<file path="src/inc/ptkts_pkg.sv">
// constants and carrier types for the port time keeper and timestamp block
// assumes one 25 MHz core clock; all widths are fixed
package ptkts_pkg;

    // sizes
    localparam int NUM_PORTS = 4;
    localparam int NUM_TRIG = 8;
    localparam int TIME_W = 64;

    // clock rates and derived nanosecond increments
    localparam int CLK_PERIOD_NS = 40;
    localparam int REF_FREQ_MHZ = 10;
    localparam int REF_PERIOD_NS = 1000 / REF_FREQ_MHZ;
    localparam logic [TIME_W-1:0] REF_INC_NS = TIME_W'(REF_PERIOD_NS);
    localparam logic [TIME_W-1:0] INT_INC_NS = TIME_W'(CLK_PERIOD_NS);

    // reference loss: longest gap, rounded down to whole cycles, at least one
    localparam int REF_LOSS_NS = 400;
    localparam int REF_LOSS_CYC_I = (REF_LOSS_NS / CLK_PERIOD_NS) < 1 ? 1 : (REF_LOSS_NS / CLK_PERIOD_NS);
    localparam int GAP_W = 4;
    localparam logic [GAP_W-1:0] REF_LOSS_CYC = GAP_W'(REF_LOSS_CYC_I);

    // reset values
    localparam logic [TIME_W-1:0] TIME_RESET = 64'h0000_0000_0000_0000;

    // time command: load wins over adjust; value is the new time or a signed delta
    typedef struct packed {
        logic load;
        logic adjust;
        logic [TIME_W-1:0] value;
    } ptkts_cmd_type;

    // one frame timestamp pair
    typedef struct packed {
        logic rx_valid;
        logic tx_valid;
        logic [TIME_W-1:0] local_ns;
        logic [TIME_W-1:0] net_ns;
    } ptkts_stamp_type;

    // one trigger timestamp set: local time plus every port's network time
    typedef struct packed {
        logic [NUM_TRIG-1:0] mask;
        logic [TIME_W-1:0] local_ns;
        logic [NUM_PORTS-1:0][TIME_W-1:0] net_ns;
    } ptkts_trig_type;

endpackage

</file>
<file path="src/design/ptkts_top.sv">
// local and per-port network time keepers with frame and trigger stamping
// assumes host and protocol firmware commands are on core_clk; ref, trigger
// and frame-start pins are asynchronous and pass two flops first
`timescale 1ns/1ps
module ptkts_top (
    // clock and reset
    input wire logic core_clk,
    input wire logic rst,
    // backplane reference and trigger lines (pins)
    input wire logic backplane_ref_clock,
    input wire logic [ptkts_pkg::NUM_TRIG-1:0] trig_in,
    // frame start strobes from the phy side (pins)
    input wire logic [ptkts_pkg::NUM_PORTS-1:0] rx_frame_start,
    input wire logic [ptkts_pkg::NUM_PORTS-1:0] tx_frame_start,
    // port configuration
    input wire logic [ptkts_pkg::NUM_PORTS-1:0] monitor_en,
    input wire logic [ptkts_pkg::NUM_PORTS-1:0] port_master,
    // time commands from host software and from the sync firmware
    input wire ptkts_pkg::ptkts_cmd_type local_cmd,
    input wire ptkts_pkg::ptkts_cmd_type [ptkts_pkg::NUM_PORTS-1:0] net_cmd,
    input wire ptkts_pkg::ptkts_cmd_type [ptkts_pkg::NUM_PORTS-1:0] gm_cmd,
    // time and reference status
    output logic ref_present_q,
    output logic [ptkts_pkg::TIME_W-1:0] local_time_ns,
    output logic [ptkts_pkg::NUM_PORTS-1:0][ptkts_pkg::TIME_W-1:0] net_time_ns,
    // timestamps
    output ptkts_pkg::ptkts_stamp_type [ptkts_pkg::NUM_PORTS-1:0] port_stamp_q,
    output ptkts_pkg::ptkts_trig_type trig_stamp_q
);
    logic ref_rise;
    logic [ptkts_pkg::NUM_TRIG-1:0] trig_rise;
    logic [ptkts_pkg::NUM_PORTS-1:0] rx_rise;
    logic [ptkts_pkg::NUM_PORTS-1:0] tx_rise;
    logic [ptkts_pkg::GAP_W-1:0] gap_q;
    logic [ptkts_pkg::GAP_W-1:0] gap_d;
    logic ref_present_d;
    logic gap_expired;
    logic local_tick;
    logic [ptkts_pkg::TIME_W-1:0] local_inc;
    ptkts_pkg::ptkts_trig_type trig_stamp_d;

    // synchronisers: reference, triggers and frame strobes
    ptkts_edge_sync #(.W(1)) u_ref_sync (
        .core_clk(core_clk),
        .rst(rst),
        .pin_in(backplane_ref_clock),
        .level_q(),
        .rise(ref_rise)
    );

    ptkts_edge_sync #(.W(ptkts_pkg::NUM_TRIG)) u_trig_sync (
        .core_clk(core_clk),
        .rst(rst),
        .pin_in(trig_in),
        .level_q(),
        .rise(trig_rise)
    );

    // frame strobes come straight from the phy pins, not from the mac, to keep
    // the stamp latency a fixed two-flop delay
    ptkts_edge_sync #(.W(ptkts_pkg::NUM_PORTS)) u_rx_sync (
        .core_clk(core_clk),
        .rst(rst),
        .pin_in(rx_frame_start),
        .level_q(),
        .rise(rx_rise)
    );

    ptkts_edge_sync #(.W(ptkts_pkg::NUM_PORTS)) u_tx_sync (
        .core_clk(core_clk),
        .rst(rst),
        .pin_in(tx_frame_start),
        .level_q(),
        .rise(tx_rise)
    );

    // reference presence: a gap longer than the loss time drops to the oscillator
    assign gap_expired = (gap_q == ptkts_pkg::REF_LOSS_CYC - 4'h1);
    assign gap_d = ref_rise ? '0 : (gap_expired ? gap_q : gap_q + 4'h1);
    assign ref_present_d = ref_rise ? 1'b1 : (gap_expired ? 1'b0 : ref_present_q);

    always_ff @(posedge core_clk or posedge rst) begin
        if (rst) begin
            gap_q <= '0;
            ref_present_q <= 1'b0;
        end else begin
            gap_q <= gap_d;
            ref_present_q <= ref_present_d;
        end
    end

    // source select: a switch mid-period may slip one increment, traded for
    // having no second clock domain at all
    assign local_tick = ref_present_q ? ref_rise : 1'b1;
    assign local_inc = ref_present_q ? ptkts_pkg::REF_INC_NS : ptkts_pkg::INT_INC_NS;

    // local time keeper, loaded and adjusted by host software
    ptkts_time_keeper u_local (
        .core_clk(core_clk),
        .rst(rst),
        .tick(local_tick),
        .inc(local_inc),
        .load_valid(local_cmd.load),
        .load_value(local_cmd.value),
        .adj_valid(local_cmd.adjust & ~local_cmd.load),
        .adj_delta(local_cmd.value),
        .time_q(local_time_ns)
    );

    // one network time keeper per port
    for (genvar p = 0; p < ptkts_pkg::NUM_PORTS; p++) begin : g_port
        logic net_tick;
        logic [ptkts_pkg::TIME_W-1:0] net_inc;
        logic net_load;
        logic [ptkts_pkg::TIME_W-1:0] net_load_value;
        logic host_adj;
        logic gm_adj;
        logic net_adj;
        logic [ptkts_pkg::TIME_W-1:0] net_adj_delta;
        ptkts_pkg::ptkts_stamp_type stamp_d;

        // master follows the local tick; slave free-runs and may drift
        assign net_tick = port_master[p] ? local_tick : 1'b1;
        assign net_inc = port_master[p] ? local_inc : ptkts_pkg::INT_INC_NS;
        // master loads from host time, slave from the grandmaster
        assign net_load = port_master[p] ? net_cmd[p].load : gm_cmd[p].load;
        assign net_load_value = port_master[p] ? net_cmd[p].value : gm_cmd[p].value;
        // host adjusts any port; firmware corrections apply to slaves only
        assign host_adj = net_cmd[p].adjust & ~net_cmd[p].load;
        assign gm_adj = ~port_master[p] & gm_cmd[p].adjust & ~gm_cmd[p].load;
        assign net_adj = host_adj | gm_adj;
        assign net_adj_delta = (host_adj ? net_cmd[p].value : '0) + (gm_adj ? gm_cmd[p].value : '0);

        ptkts_time_keeper u_net (
            .core_clk(core_clk),
            .rst(rst),
            .tick(net_tick),
            .inc(net_inc),
            .load_valid(net_load),
            .load_value(net_load_value),
            .adj_valid(net_adj),
            .adj_delta(net_adj_delta),
            .time_q(net_time_ns[p])
        );

        // received frames always flagged, transmitted ones only when monitored; both edges capture the times
        assign stamp_d.rx_valid = rx_rise[p];
        assign stamp_d.tx_valid = tx_rise[p] & monitor_en[p];
        assign stamp_d.local_ns = (rx_rise[p] | tx_rise[p]) ? local_time_ns : port_stamp_q[p].local_ns;
        assign stamp_d.net_ns = (rx_rise[p] | tx_rise[p]) ? net_time_ns[p] : port_stamp_q[p].net_ns;

        // stamp pair captured in the same cycle from both keepers
        always_ff @(posedge core_clk or posedge rst) begin
            if (rst) begin
                port_stamp_q[p] <= '0;
            end else begin
                port_stamp_q[p] <= stamp_d;
            end
        end

        a_rx_stamp: assert property (@(posedge core_clk) disable iff (rst)
            rx_rise[p] |=> port_stamp_q[p].rx_valid && port_stamp_q[p].local_ns == $past(local_time_ns)
                && port_stamp_q[p].net_ns == $past(net_time_ns[p]))
            else $error("received frame stamp missing or wrong");

        a_tx_monitor: assert property (@(posedge core_clk) disable iff (rst)
            tx_rise[p] |=> port_stamp_q[p].tx_valid == $past(monitor_en[p]))
            else $error("transmit stamp does not follow the monitor enable");

        a_master_lock: assert property (@(posedge core_clk) disable iff (rst)
            (port_master[p] && !net_cmd[p].load && !net_cmd[p].adjust)
            |=> net_time_ns[p] == $past(net_time_ns[p]) + ($past(local_tick) ? $past(local_inc) : 64'h0))
            else $error("master port not advancing with local time");

        a_slave_gm: assert property (@(posedge core_clk) disable iff (rst)
            (!port_master[p] && gm_cmd[p].load) |=> net_time_ns[p] == $past(gm_cmd[p].value))
            else $error("slave port did not take grandmaster time");

        // stamps hold between edges; slaves free-run; host commands per port
        a_stamp_hold: assert property (@(posedge core_clk) disable iff (rst)
            !(rx_rise[p] || tx_rise[p])
            |=> !port_stamp_q[p].rx_valid && !port_stamp_q[p].tx_valid
                && $stable(port_stamp_q[p].local_ns) && $stable(port_stamp_q[p].net_ns))
            else $error("frame stamp changed without a frame edge");

        a_rx_only: assert property (@(posedge core_clk) disable iff (rst)
            (rx_rise[p] && !tx_rise[p]) |=> !port_stamp_q[p].tx_valid)
            else $error("received frame flagged as transmitted");

        a_tx_stamp: assert property (@(posedge core_clk) disable iff (rst)
            (tx_rise[p] && monitor_en[p]) |=> port_stamp_q[p].tx_valid
                && port_stamp_q[p].local_ns == $past(local_time_ns)
                && port_stamp_q[p].net_ns == $past(net_time_ns[p]))
            else $error("monitored transmit frame stamp missing or wrong");

        a_slave_free: assert property (@(posedge core_clk) disable iff (rst)
            (!port_master[p] && !gm_cmd[p].load && !gm_cmd[p].adjust && !net_cmd[p].adjust)
            |=> net_time_ns[p] == $past(net_time_ns[p]) + ptkts_pkg::INT_INC_NS)
            else $error("slave port not free-running on the oscillator");

        a_master_load: assert property (@(posedge core_clk) disable iff (rst)
            (port_master[p] && net_cmd[p].load) |=> net_time_ns[p] == $past(net_cmd[p].value))
            else $error("master port did not take host time");

        a_host_net_adj: assert property (@(posedge core_clk) disable iff (rst)
            (port_master[p] && net_cmd[p].adjust && !net_cmd[p].load)
            |=> net_time_ns[p] == $past(net_time_ns[p]) + $past(net_cmd[p].value)
                + ($past(local_tick) ? $past(local_inc) : 64'h0))
            else $error("host adjustment of a master port lost");
    end

    // trigger stamps: simultaneous edges share one capture
    assign trig_stamp_d.mask = trig_rise;
    assign trig_stamp_d.local_ns = (|trig_rise) ? local_time_ns : trig_stamp_q.local_ns;
    assign trig_stamp_d.net_ns = (|trig_rise) ? net_time_ns : trig_stamp_q.net_ns;

    always_ff @(posedge core_clk or posedge rst) begin
        if (rst) begin
            trig_stamp_q <= '0;
        end else begin
            trig_stamp_q <= trig_stamp_d;
        end
    end

    a_ref_tick: assert property (@(posedge core_clk) disable iff (rst)
        (ref_present_q && ref_rise && !local_cmd.load && !local_cmd.adjust)
        |=> local_time_ns == $past(local_time_ns) + ptkts_pkg::REF_INC_NS)
        else $error("local time not advanced by one reference period");

    a_ref_hold: assert property (@(posedge core_clk) disable iff (rst)
        (ref_present_q && !ref_rise && !local_cmd.load && !local_cmd.adjust)
        |=> local_time_ns == $past(local_time_ns))
        else $error("local time moved between reference edges");

    a_int_osc: assert property (@(posedge core_clk) disable iff (rst)
        (!ref_present_q && !local_cmd.load && !local_cmd.adjust)
        |=> local_time_ns == $past(local_time_ns) + ptkts_pkg::INT_INC_NS)
        else $error("oscillator fallback not advancing local time");

    a_ref_loss: assert property (@(posedge core_clk) disable iff (rst)
        (ref_present_q && gap_expired && !ref_rise) |=> !ref_present_q)
        else $error("reference loss not detected");

    a_ref_found: assert property (@(posedge core_clk) disable iff (rst)
        $rose(ref_present_q) |-> $past(ref_rise))
        else $error("reference declared present without an edge");

    a_trig_stamp: assert property (@(posedge core_clk) disable iff (rst)
        (|trig_rise) |=> trig_stamp_q.mask == $past(trig_rise) && trig_stamp_q.local_ns == $past(local_time_ns)
            && trig_stamp_q.net_ns == $past(net_time_ns))
        else $error("trigger stamp wrong");

    // host commands on the local keeper, trigger stamp hold and the presence tracker
    a_local_load: assert property (@(posedge core_clk) disable iff (rst)
        local_cmd.load |=> local_time_ns == $past(local_cmd.value))
        else $error("local time did not take the host load");

    a_local_adjust: assert property (@(posedge core_clk) disable iff (rst)
        (local_cmd.adjust && !local_cmd.load)
        |=> local_time_ns == $past(local_time_ns) + $past(local_cmd.value)
            + ($past(local_tick) ? $past(local_inc) : 64'h0))
        else $error("host adjustment of local time lost");

    a_trig_hold: assert property (@(posedge core_clk) disable iff (rst)
        !(|trig_rise) |=> trig_stamp_q.mask == '0
            && $stable(trig_stamp_q.local_ns) && $stable(trig_stamp_q.net_ns))
        else $error("trigger stamp changed without a trigger edge");

    a_ref_keep: assert property (@(posedge core_clk) disable iff (rst)
        (ref_present_q && !gap_expired) |=> ref_present_q)
        else $error("reference dropped before the loss time");

    a_presence_hold: assert property (@(posedge core_clk) disable iff (rst)
        (!ref_present_q && !ref_rise) |=> !ref_present_q)
        else $error("reference declared present with no edge");

    a_gap_restart: assert property (@(posedge core_clk) disable iff (rst)
        ref_rise |=> gap_q == 4'h0 && ref_present_q)
        else $error("reference edge did not restart the gap count");

    a_gap_count: assert property (@(posedge core_clk) disable iff (rst)
        (!ref_rise && !gap_expired) |=> gap_q == $past(gap_q) + 4'h1)
        else $error("gap counter did not advance");

    c_ref_lost: cover property (@(posedge core_clk) disable iff (rst) $fell(ref_present_q));
    c_trig_multi: cover property (@(posedge core_clk) disable iff (rst) $countones(trig_rise) > 1);
    c_tx_monitored: cover property (@(posedge core_clk) disable iff (rst) port_stamp_q[0].tx_valid);
    c_rx_tx_same: cover property (@(posedge core_clk) disable iff (rst)
        port_stamp_q[1].rx_valid && port_stamp_q[1].tx_valid);
    c_slave_gm_load: cover property (@(posedge core_clk) disable iff (rst) !port_master[1] && gm_cmd[1].load);
endmodule

</file>
<file path="src/design/ptkts_edge_sync.sv">
// two-flop synchroniser with rising-edge detect for a group of pins
// assumes the pins are asynchronous to core_clk and held at least two cycles
`timescale 1ns/1ps
module ptkts_edge_sync #(
    parameter int W = 1
) (
    // clock and reset
    input wire logic core_clk,
    input wire logic rst,
    // pins and detected edges
    input wire logic [W-1:0] pin_in,
    output logic [W-1:0] level_q,
    output logic [W-1:0] rise
);
    logic [W-1:0] meta_q;
    logic [W-1:0] prev_q;

    // first flop feeds only the second
    always_ff @(posedge core_clk or posedge rst) begin
        if (rst) begin
            meta_q <= '0;
            level_q <= '0;
            prev_q <= '0;
        end else begin
            meta_q <= pin_in;
            level_q <= meta_q;
            prev_q <= level_q;
        end
    end

    // edge seen on the settled copy only
    assign rise = level_q & ~prev_q;
endmodule

</file>
<file path="src/design/ptkts_time_keeper.sv">
// one nanosecond time keeper: tick increment, software load and adjust
// assumes tick, inc and commands come from logic on core_clk
`timescale 1ns/1ps
module ptkts_time_keeper (
    // clock and reset
    input wire logic core_clk,
    input wire logic rst,
    // advance
    input wire logic tick,
    input wire logic [ptkts_pkg::TIME_W-1:0] inc,
    // load and adjust
    input wire logic load_valid,
    input wire logic [ptkts_pkg::TIME_W-1:0] load_value,
    input wire logic adj_valid,
    input wire logic [ptkts_pkg::TIME_W-1:0] adj_delta,
    // current time
    output logic [ptkts_pkg::TIME_W-1:0] time_q
);
    logic [ptkts_pkg::TIME_W-1:0] step;
    logic [ptkts_pkg::TIME_W-1:0] delta;
    logic [ptkts_pkg::TIME_W-1:0] time_d;

    // adjust rides on top of the tick so no nanosecond is lost
    assign step = tick ? inc : '0;
    assign delta = adj_valid ? adj_delta : '0;
    assign time_d = load_valid ? load_value : time_q + step + delta;

    always_ff @(posedge core_clk or posedge rst) begin
        if (rst) begin
            time_q <= ptkts_pkg::TIME_RESET;
        end else begin
            time_q <= time_d;
        end
    end

    a_load_wins: assert property (@(posedge core_clk) disable iff (rst)
        load_valid |=> time_q == $past(load_value))
        else $error("time keeper did not take the loaded value");

    a_adjust_applied: assert property (@(posedge core_clk) disable iff (rst)
        (adj_valid && !load_valid) |=> time_q == $past(time_q) + $past(step) + $past(adj_delta))
        else $error("time keeper lost an adjustment");
endmodule

</file>
<file path="config.mk">
export PLATFORM = sky130hd
export DESIGN_NAME = ptkts_top
export DESIGN_NICKNAME = d
export VERILOG_FILES = /design/src/inc/ptkts_pkg.sv /design/src/design/ptkts_top.sv /design/src/design/ptkts_edge_sync.sv /design/src/design/ptkts_time_keeper.sv
export SDC_FILE = /design/constraint.sdc
export NUM_CORES = 2
export LEC_CHECK = 0
export BUFFER_PORTS_ARGS = -buffer_cell sky130_fd_sc_hd__buf_4
export CAP_MARGIN = 20
export CORE_AREA = 4 4 700 702
export DETAILED_ROUTE_END_ITERATION = 10
export DIE_AREA = 0 0 704 706
export PLACE_DENSITY = 0.31
export SYNTH_ARGS = -nofsm -noshare
export SYNTH_HDL_FRONTEND = slang
export SYNTH_SLANG_ARGS = --single-unit
</file>
<file path="constraint.sdc">
create_clock -name core_clk -period 82.9 [get_ports core_clk]
set_input_delay 16.58 -clock core_clk [delete_from_list [all_inputs] [get_ports core_clk]]
set_output_delay 16.58 -clock core_clk [all_outputs]
set_load 0.02 [all_outputs]
</file>
==> results.py <==
metrics = {
    "clock_tree": {
        "htree_levels": 4,
        "cts-root-buf": "clkbuf_16",
        "cts_setup_buffers": 0,
        "cts.sinks": 1224,
        "clk_path_buf_depth": 4,
        "clk_pin_slew_ns": 0.06,
        "cts_tree": "yes",
        "clk_latency_ns": 0.90,
        "post_cts_resized": 0,
        "hold_buffers": 0,
        "cts_buffers": 179,
    },
    "global_routing": {
        "antenna_found_initial": 174,
        "grt_max_degree": 87,
        "grt_use_met1_pct": 23.81,
        "first_global_vias": 79960,
        "grtUsageMet3_pct": 3.579,
        "grtUsageTotal_pct": 18.79,
        "grt_pass1_wl_microns": 668100,
        "gr-total-overflow": 0,
        "met2_usage_pct": 33.03,
        "top_usage_layer": "met2",
    },
    "drt": {
        "drt_wl_total_microns": 486100,
        "drc": 0,
        "wire_per_inst_microns": 28.18,
        "ant_nets": 0,
        "via_per_inst": 4.490,
        "vias": 77460,
        "dr.pass1.iters": 6,
        "dr.first_iter.drc_count": 4523,
    },
    "die": {
        "die_height_microns": 706,
        "pin_count": 1790,
        "core_area_sq_um": 484300,
        "die_w_microns": 704,
        "die_area_sq_um": 497000,
        "initial_core_util_pct": 17.86,
        "rows": 256,
    },
    "worst_hold_path": {
        "min-delay-path-class": "flip-flop to flip-flop",
        "holdPathEnd": "u_rx_sync.level_q[2]",
        "hold_path_startpoint": "u_rx_sync.meta_q[2]",
        "hold_depth": 0,
    },
    "synthesis": {
        "async_flop_share_pct": 100.0,
        "syn-num-nets": 10400,
        "synth-main-ff-cell": "dfrtp_1",
        "ys_seq_area_share_pct": 35.41,
        "synth_cell_types": 94,
        "syn_avg_cell_area_sq_um": 9.729,
        "syn_inst": 8891,
        "synthesis.area_sq_um": 86500,
        "synth_seq_cells": 1224,
        "synth_edf_count": 0,
        "yosys_warnings": 0,
    },
    "setup_path": {
        "reg2regPathDepth": 22,
        "crit_fanout": 38,
        "regToRegStartpoint": "ref_present_q",
        "end_kind": "flip-flop",
        "regToRegEndpoint": "g_port[1].u_net.time_q[58]",
        "critPathArrivalTime_ns": 25.27,
        "critPathTopFamily": "compound AO/OA/AOI/OAI gates",
        "cp.required_ns": 83.62,
        "worstSetupPathType": "primary input to flip-flop",
        "cp_slowest_cell": "nor2b_4",
        "start_kind": "primary input",
        "crit_buf_inv": 3,
        "critPathMaxStageDelay_ns": 0.69,
        "reg2reg_setup_slack_ns": 75.93,
    },
    "timing": {
        "final_hold_viol_count": 0,
        "slew-limit-headroom_pct": 22.36,
        "rsz0062_at_grt": "false",
        "post-route-min-period_ns": 24.54,
        "holdWs_ns": 0.3486,
        "setup_viol": 0,
        "post-route-period-util_pct": 29.61,
        "fmax_mhz": 40.74,
        "fin_setup_tns_ns": 0,
        "worst_pin_slew_ns": 1.158,
        "drv_slew": 0,
        "finalClockSkew_ns": 0.07061,
    },
    "final_layout": {
        "nFillCells": 52870,
        "area_growth_syn_to_layout_pct": 32.06,
        "design_area_sq_um": 114200,
        "drive_gt1_share_pct": 29.39,
        "final_nets": 12140,
        "final_util_pct": 23.59,
    },
    "pwr": {
        "max-vdd-ir-drop_mv": 0.01544,
        "power_leakage_uw": 0.05531,
        "powerDensity_nw_per_um2": 25.56,
    },
    "place": {
        "place_congestion": 0.8891,
        "placed_cell_area_sq_um": 107900,
        "numPortBuffers": 1789,
        "dp_hpwl_microns": 400000,
    },
    "flow_run": {
        "drv_cap": 0,
    },
    "status": {
        "status": "finished clean",
    },
}
cell type report:
type	count	area (sq um)	share of cell area (%)
Clock buffer	242	4986	4.365
Antenna cell	30	75.07	0.06571
Timing Repair Buffer	1949	14640	12.81
Inverter	223	844.6	0.7393
Multi-Input combinational cell	7052	53750	47.05
Tap cell	6450	8070	7.064
Sequential cell	1224	30630	26.81
Clock inverter	83	1241	1.086
cell families (layout without fill, tap and decap cells):
group / after synthesis / after routing / synth area share, %
fa+ha+maj: 888 / 888 / 13.10
buf+inv: 615 / 2497 / 2.677
other cells: 0 / 30 / 0
mux: 1077 / 1077 / 13.67
simple gates: 2384 / 2384 / 13.97
flops: 1224 / 1224 / 35.41
compound gates: 2211 / 2211 / 16.20
xor+xnor: 492 / 492 / 4.981
cells in the final DEF, fill, tap and decap left out, types with 70 or more instances in the layout:
cell type,count
buf_4,1946
dfrtp_1,1223
ha_1,859
mux2_2,833
nand2_1,633
and2_1,621
a21oi_1,596
o21ai_0,566
nor2_1,457
a21o_1,421
xnor2_1,280
mux2i_1,240
inv_1,222
xor2_1,212
clkbuf_16,179
o21bai_1,109
nand3_1,106
nor2b_1,105
nand4_1,101
a211oi_1,75
nor3_1,75
a31oi_1,75
o21a_1,70
metal layers:
metal | share of wire, % | up-vias
li1 | - | 35500
met5 | 0.051 | -
met2 | 49 | 2134
met4 | 2.2 | 38
met1 | 43 | 39290
met3 | 5.4 | 497
cell usage after synthesis (25+ instances only):
master	count	area [sq um]
a211oi_1	75	563.0
a21o_1	421	3161
a21oi_1	600	3003
a31oi_1	75	469.2
and2_1	621	3885
and3_1	58	362.9
buf_1	32	120.1
clkbuf_1	354	1329
dfrtp_1	1224	30630
fa_1	29	580.6
ha_1	859	10750
inv_1	223	837.1
mux2_2	833	9380
mux2i_1	243	2432
nand2_1	634	2380
nand2b_1	68	425.4
nand3_1	106	530.5
nand4_1	101	631.9
nor2_1	461	1730
nor2b_1	110	688.2
nor3_1	75	375.4
nor4_1	25	156.4
o211ai_1	30	225.2
o21a_1	70	525.5
o21ai_0	567	2838
o21bai_1	110	825.8
o31ai_1	35	262.8
or3_1	31	193.9
xnor2_1	280	2452
xor2_1	212	1857
power by group:
part	switching, uW	total, uW	leakage [uW]	internal (uW)
clock	340	838	0.00301	498
sequential	175	922	0.0147	748
combinational	701	1160	0.0376	459
worst register-to-register path, delay by kind of cell, from the launching register on:
family,cells,cell delay [ns]
AO/OA/AOI/OAI,11,3.64
XOR/XNOR,1,0.18
adder cells (fa/ha/maj),2,0.74
buffers and inverters,5,1.25
flip-flops,1,0.36
AND/OR/NAND/NOR,3,0.67
worst max-delay path by stage:
stage / end / depth (start not counted) / startpoint / slack, ns
detailed placement: g_port[2].u_net.time_q[63] / 31 / net_cmd[197] / 57.49
floorplan: g_port[0].u_net.time_q[0] / 1 / rst / 31.83
CTS: g_port[2].u_net.time_q[63] / 31 / net_cmd[197] / 58.48
global placement: g_port[2].u_net.time_q[63] / 31 / net_cmd[197] / 57.59
global route: g_port[1].u_net.time_q[63] / 34 / port_master[1] / 57.78
finish: g_port[2].u_net.time_q[63] / 31 / net_cmd[197] / 58.36
flip-flops by register name (all words and copies together) (netlist names):
register,cells
g_port.u_net.time_q,256
gap_q,4
port_stamp_q,520
ref_present_q,1
trig_stamp_q,328
u_local.time_q,64
u_ref_sync.level_q,1
u_ref_sync.meta_q,1
u_ref_sync.prev_q,1
u_rx_sync.level_q,4
u_rx_sync.meta_q,4
u_rx_sync.prev_q,4
u_trig_sync.level_q,8
u_trig_sync.meta_q,8
u_trig_sync.prev_q,8
u_tx_sync.level_q,4
u_tx_sync.meta_q,4
u_tx_sync.prev_q,4
per-stage QoR:
step	total power [uW]	cells	setup WS (ns)
after floorplan	1453	8891	31.83
after global placement	2118	16900	57.59
after detailed placement	2119	16900	57.49
after CTS	2987	17220	58.48
after global routing	3080	17240	57.78
final	2921	17250	58.36
No activity file was read; power rests on OpenSTA's default activity.
